## config.mk

```make
export PLATFORM = sky130hd
export DESIGN_NAME = cafm_top
export DESIGN_NICKNAME = d
export VERILOG_FILES = /design/src/verilog/cafm_pkg.sv /design/src/verilog/cafm_filter_cmp.sv /design/src/verilog/cafm_top.sv
export SDC_FILE = /design/constraint.sdc
export NUM_CORES = 1
export LEC_CHECK = 0
export BUFFER_PORTS_ARGS = -buffer_cell sky130_fd_sc_hd__buf_2
export CAP_MARGIN = 30
export CORE_ASPECT_RATIO = 0.5
export CORE_MARGIN = 1
export CORE_UTILIZATION = 49
export CTS_CLUSTER_SIZE = 24
export DETAILED_ROUTE_END_ITERATION = 8
export GPL_ROUTABILITY_DRIVEN = 0
export PLACE_DENSITY_LB_ADDON = 0.05
export SKIP_CTS_REPAIR_TIMING = 1
export SLEW_MARGIN = 20
export SYNTH_ARGS = -nofsm -noshare
export SYNTH_HDL_FRONTEND = slang
export SYNTH_HIERARCHICAL = 1
export SYNTH_SLANG_ARGS = --single-unit
```

## constraint.sdc

```tcl
create_clock -name hclk -period 4.4 [get_ports hclk]
set_input_delay 0.22 -clock hclk [delete_from_list [all_inputs] [get_ports hclk]]
set_output_delay 0.22 -clock hclk [all_outputs]
set_load 0.02 [all_outputs]
```

## src/verilog/cafm_pkg.sv

```systemverilog
package cafm_pkg;

   localparam int NUM_FILTERS = 16;
   localparam int NUM_SEL_FILTERS = 8;
   localparam int ID_W = 16;
   localparam int SEL_W = 2;
   localparam int DATA_W = 32;

   // byte addresses of the register words
   localparam logic [7:0] OFS_CMP_BASE = 8'h00;
   localparam logic [7:0] OFS_MASK_SRC_LOW = 8'h40;
   localparam logic [7:0] OFS_MATCH_STATUS = 8'h44;
   localparam logic [7:0] OFS_LAST_ID = 8'h48;

   localparam logic [5:0] IDX_MASK_SRC_LOW = 6'h10;
   localparam logic [5:0] IDX_MATCH_STATUS = 6'h11;
   localparam logic [5:0] IDX_LAST_ID = 6'h12;

   localparam logic [15:0] CMP_RESET = 16'h0000;
   localparam logic [15:0] MASK_SRC_RESET = 16'h0000;

   // mask source encoding, shared by every filter field
   localparam logic [1:0] MSRC_SET0 = 2'h0;
   localparam logic [1:0] MSRC_SET1 = 2'h1;
   localparam logic [1:0] MSRC_SET2 = 2'h2;
   localparam logic [1:0] MSRC_RESERVED = 2'h3;

   localparam logic [1:0] HTRANS_NONSEQ = 2'h2;
   localparam logic [1:0] HTRANS_SEQ = 2'h3;

   typedef struct packed {
      logic valid;
      logic [ID_W-1:0] ext_id;
   } cafm_rx_t;

   typedef struct packed {
      logic [ID_W-1:0] set2;
      logic [ID_W-1:0] set1;
      logic [ID_W-1:0] set0;
   } cafm_masks_t;

   typedef struct packed {
      logic [NUM_FILTERS-1:0] hit;
      logic valid;
   } cafm_match_t;

endpackage

```

## src/verilog/cafm_filter_cmp.sv

```systemverilog
`timescale 1ns/1ps
`default_nettype none
module cafm_filter_cmp #(
   parameter int ID_W = 16,
   parameter bit HAS_SEL = 1'b1
) (
   // filter setup
   input wire logic [ID_W-1:0] ext_id_compare_bits,
   input wire logic [1:0] mask_source,
   // compare inputs
   input wire cafm_pkg::cafm_masks_t masks,
   input wire logic [ID_W-1:0] rx_ext_id,
   // result
   output logic hit
);
   logic [ID_W-1:0] care;

   always_comb begin
      care = {ID_W{1'b1}};
      if (HAS_SEL) begin
         case (mask_source)
            cafm_pkg::MSRC_SET0: begin
               care = masks.set0;
            end
            cafm_pkg::MSRC_SET1: begin
               care = masks.set1;
            end
            cafm_pkg::MSRC_SET2: begin
               care = masks.set2;
            end
            default: begin
               // reserved: no mask, every bit is compared
               care = {ID_W{1'b1}};
            end
         endcase
      end
      // in each bit with care set, a set compare bit needs a one, a clear bit needs a zero; bits with care clear are ignored
      hit = ~|((rx_ext_id ^ ext_id_compare_bits) & care);
   end
endmodule
`default_nettype wire

```

## src/verilog/cafm_top.sv

```systemverilog
// Decided for this implementation: the placing of the registers and the AHB-Lite interface to the registers.
`timescale 1ns/1ps
`default_nettype none
module cafm_top (
   // clock and reset
   input wire logic hclk,
   input wire logic hresetn,
   // ahb-lite slave
   input wire logic hsel,
   input wire logic [31:0] haddr,
   input wire logic [1:0] htrans,
   input wire logic hwrite,
   input wire logic [2:0] hsize,
   input wire logic [31:0] hwdata,
   input wire logic hready,
   output logic [31:0] hrdata,
   output logic hreadyout,
   output logic hresp,
   // protocol engine side
   input wire cafm_pkg::cafm_rx_t rx,
   input wire cafm_pkg::cafm_masks_t masks,
   // match result, one pulse per received id
   output cafm_pkg::cafm_match_t match
);
   localparam int NF = cafm_pkg::NUM_FILTERS;
   localparam int IW = cafm_pkg::ID_W;

   typedef struct packed {
      logic [NF-1:0][IW-1:0] cmp;
      logic [IW-1:0] mask_src;
      logic wr_pend;
      logic [5:0] wr_idx;
      logic [31:0] rdata;
      logic [NF-1:0] hit;
      logic hit_valid;
      logic [IW-1:0] last_id;
   } cafm_state_t;

   cafm_state_t st_reg;
   cafm_state_t st_next;
   logic [NF-1:0] hit_now;
   logic addr_phase;
   logic [5:0] a_idx;
   logic addr_ok;

   genvar g;
   generate
      for (g = 0; g < NF; g++) begin : g_flt
         // only filters 0..7 have a mask source field here; the rest compare all bits
         cafm_filter_cmp #(
            .ID_W(IW),
            .HAS_SEL(g < cafm_pkg::NUM_SEL_FILTERS)
         ) u_cmp (
            .ext_id_compare_bits(st_reg.cmp[g]),
            .mask_source((g < cafm_pkg::NUM_SEL_FILTERS) ? st_reg.mask_src[2*(g%8)+:2] : 2'h3),
            .masks(masks),
            .rx_ext_id(rx.ext_id),
            .hit(hit_now[g])
         );
      end
   endgenerate

   assign a_idx = haddr[7:2];
   assign addr_ok = (haddr[31:8] == 24'h000000) && (a_idx <= cafm_pkg::IDX_LAST_ID);
   assign addr_phase = hsel && hready && (htrans == cafm_pkg::HTRANS_NONSEQ || htrans == cafm_pkg::HTRANS_SEQ);

   always_comb begin
      st_next = st_reg;
      st_next.hit_valid = 1'b0;
      // data phase of a write: store the word
      if (st_reg.wr_pend) begin
         if (st_reg.wr_idx < 6'(NF)) begin
            st_next.cmp[st_reg.wr_idx[3:0]] = hwdata[IW-1:0];
         end else if (st_reg.wr_idx == cafm_pkg::IDX_MASK_SRC_LOW) begin
            st_next.mask_src = hwdata[IW-1:0];
         end
      end
      // received id evaluated against every filter
      if (rx.valid) begin
         st_next.hit = hit_now;
         st_next.hit_valid = 1'b1;
         st_next.last_id = rx.ext_id;
      end
      st_next.wr_pend = addr_phase && hwrite && addr_ok;
      st_next.wr_idx = a_idx;
      // compare and mask source read data taken from the updated copy so a read right after a write sees it; status and last id from st_reg
      if (addr_phase && !hwrite && addr_ok) begin
         if (a_idx < 6'(NF)) begin
            st_next.rdata = {16'h0000, st_next.cmp[a_idx[3:0]]};
         end else if (a_idx == cafm_pkg::IDX_MASK_SRC_LOW) begin
            st_next.rdata = {16'h0000, st_next.mask_src};
         end else if (a_idx == cafm_pkg::IDX_MATCH_STATUS) begin
            st_next.rdata = {16'h0000, st_reg.hit};
         end else begin
            st_next.rdata = {16'h0000, st_reg.last_id};
         end
      end else if (addr_phase) begin
         st_next.rdata = 32'h00000000;
      end
   end

   always_ff @(posedge hclk or negedge hresetn) begin
      if (!hresetn) begin
         st_reg <= '0;
      end else begin
         st_reg <= st_next;
      end
   end

   // zero wait state slave, always OKAY
   always_ff @(posedge hclk or negedge hresetn) begin
      if (!hresetn) begin
         hreadyout <= 1'b0;
         hresp <= 1'b0;
      end else begin
         hreadyout <= 1'b1;
         hresp <= 1'b0;
      end
   end

   always_comb begin
      hrdata = st_reg.rdata;
      match.hit = st_reg.hit;
      match.valid = st_reg.hit_valid;
   end
endmodule
`default_nettype wire
```

==> out/metrics.yaml <==
run_status:
  status: "finished clean"
finish:
  nFillCells: 3980
  drive_gt1_share_pct: 35.1
  area_delta_synth_final_pct: 9.40
  final_common_cell: "mux2_2"
  fin_area_sq_um: 23900
  final_cell_mix: "mux2_2 (380), dfrtp_1 (329), buf_2 (150)"
  nNetsFinal: 2189
  largest_register_ff_count: 295
synthesis:
  synthArstFlopShare_pct: 100
  ys_types: 75
  synth_mux_area_share_pct: 23.9
  synth_seq_area_share_pct: 37.7
  yosys_warnings: 6
  synth_top_area_share_pct: 37.7
  synth_area_sq_um: 21900
  synth_top_cell_by_area: "dfrtp_1"
  yosys.area_share.simple_pct: 9.36
  ys_ff_latch: 329
  synthCells: 1980
  synth-edff-count: 0
  synthAdderAreaFrac_pct: 0
  synth_top_family_by_area: "multiplexers"
  netlist_top_cells_area: "dfrtp_1 (38%), mux2_2 (20%), xor2_1 (5.2%), xnor2_1 (5.2%), o221ai_1 (4.8%)"
  post_synth.cell_area_avg_sq_um: 11.0
  synth_compound_area_share_pct: 12.8
  synth_ff_type: "dfrtp_1"
  synth-xor-area-share_pct: 10.4
place:
  portBuffers: 150
  place_area_sq_um: 22700
  dp.final_hpwl_microns: 59300
pwr:
  leakage_nw: 9.83
  intPower_mw: 5.35
  power_frac_comb_pct: 16.3
  clock_power_share_pct: 42.0
  p_switching_mw: 2.26
  vdd_drop_max_mv: 0.228
  netSwitchingFraction_pct: 29.7
  power_mw: 7.61
  seqPwrFrac_pct: 41.8
  p_per_area_nw_per_um2: 318
worst_setup_path:
  critPathCapture: "hrdata[15]"
  crit_path_cell_trace: "and4bb_2, nand2_1, buf_4, mux2_2, mux4_2, o22a_1, a41oi_1, o21ai_0"
  crit-reg2reg-capture: "hrdata[15]"
  crit_path_start_kind: "flop"
  startpoint: "st_reg[65]"
  path_class: "reg2reg"
  worstReg2RegStart: "st_reg[65]"
  required_ns: 4.83
  rr_worst_depth: 8
  worstPathArrival_ns: 4.04
  cpMaxStageDelayCell: "dfrtp_1"
  cp_slowest_stage_delay_ns: 0.70
  crit_path_max_fanout: 15
  cp-end-kind: "flop"
  r2r_setup_slack_ns: 0.79
clocking:
  clockBufferDepth: 3
  ctsRootBufferMaster: "clkbuf_16"
  cts.sinks: 329
  cts_made_buffers: 36
  path_clk_slew_ns: 0.06
  cts_max_level: 2
  cts_tree: "done"
  insertion_delay_ns: 0.56
floorplanning:
  core_sq_um: 43800
  start_util_pct: 49.9
  die_y_microns: 151
  dieWidth_microns: 301
  die_area_sq_um: 45500
  row_count: 54
  io_pins: 190
sta:
  worst_pin_slew_ns: 0.985
  max_slew_margin_pct: 34.1
  hold_viol: 0
  fin_tns_setup_ns: 0
  fin_crit_ns: 3.61
  rsz0062_at_grt: "no"
  drv_slew: 0
  setup_violations: 0
  post-route-period-util_pct: 82.0
  worst_clock_skew_ns: 0.0136
  fmax_mhz: 277
grt:
  grt_pass1_vias: 16600
  gr-usage-all-layers_pct: 36.1
  antenna_found_initial: 1
  grt_first_pass_wirelength_microns: 119000
  grt_overflow: 0
  grt_max_degree: 99
route:
  via_per_inst: 6.54
  antenna_left: 0
  drt-pass1-iter-count: 5
  wl_microns: 82400
  drt_iter0_drc: 1816
  num_vias: 17400
  wire_per_inst_microns: 30.9
  drc: 0
worst_hold_path:
  hp-class: "in2reg"
flow_run:
  cap_violations: 0
==> cells in the mapped netlist (all sizes together), types with 3 or more instances <==
library cell,instances
buf,121
nand3,23
nor2b,6
nor2,38
o211ai,11
a41oi,4
nand2,120
xnor2,129
a2bb2oi,7
o311a,6
o31ai,11
o221ai,128
clkbuf,77
a21boi,9
or3,6
nand2b,28
a311oi,4
nor4,25
a211oi,13
a21o,4
inv,9
o22ai,19
a211o,4
nor3,14
o21ai,62
nand4,78
dfrtp,329
and4,3
a21bo,3
o22a,5
or2,7
o32a,6
a2111oi,5
a22oi,6
a31oi,6
mux2i,28
xor2,130
a21oi,50
mux2,397
mux4,18
==> power by group through the flow <==
stage	registers, mW	logic [mW]	clock network (mW)
2_1_floorplan	3.20	0.721	0
3_3_place_gp	3.23	1.19	0
3_5_place_dp	3.23	1.20	0
4_1_cts	3.18	1.20	3.23
5_1_grt	3.19	1.30	3.35
6_report	3.18	1.24	3.20
==> through the flow <==
| stage | hold slack [ns] | util (%) | std cells | setup slack [ns] |
|---|---|---|---|---|
| after floorplan | -0.0756 | - | 1996 | 1.53 |
| after CTS | -0.282 | 54.5 | 2658 | 0.806 |
| after detailed placement | 0.298 | 51.7 | 2594 | 0.817 |
| after global placement | 0.301 | 51.7 | 2594 | 0.891 |
| final | 0.00570 | 54.6 | 2666 | 0.794 |
| after global routing | 0.000444 | 54.6 | 2664 | 0.654 |
==> cell families (layout without fill, tap and decap cells) <==
kind of cell           after synthesis  in the layout
multiplexers                       443            443
AO/OA/AOI/OAI                      375            375
AND/OR/NAND/NOR                    363            363
flip-flops                         329            329
XOR/XNOR                           259            259
buffers and inverters              209            289
other                                2             20
==> worst max-delay path: cells and delay by family, from the launching register on <==
family          cells  cell delay, ns
compound gates      3            0.67
simple gates        2            0.93
mux                 2            0.89
buf+inv             1            0.27
flops               1            0.70
==> final cells by class <==
type | instances | area [sq um] | share of cell area, %
clock inverters | 17 | 203 | 0.848
well taps | 588 | 736 | 3.08
diodes | 2 | 5.00 | 0.0209
clock buffers | 47 | 1000 | 4.19
multi-input cells | 1458 | 12400 | 51.9
flip-flops and latches | 329 | 8230 | 34.4
inverters | 11 | 43.8 | 0.183
repair buffers | 214 | 1290 | 5.39
==> worst min-delay path by stage <==
stage | startpoint | to | depth (start not counted)
after floorplan | hresetn | hrdata[0] | 0
after global placement | hresetn | st_reg[78] | 1
after detailed placement | hresetn | st_reg[78] | 1
after CTS | hresetn | st_reg[78] | 1
after global routing | haddr[4] | st_reg[67] | 1
final | haddr[4] | st_reg[67] | 1
==> routing by layer <==
metal | track usage (%) | share of wire [%]
met4 | 7.97 | 2.0
met2 | 49.6 | 40
met3 | 9.42 | 10
met5 | 2.16 | 0.17
met1 | 55.4 | 47
No activity file was read; power rests on OpenSTA's default activity.
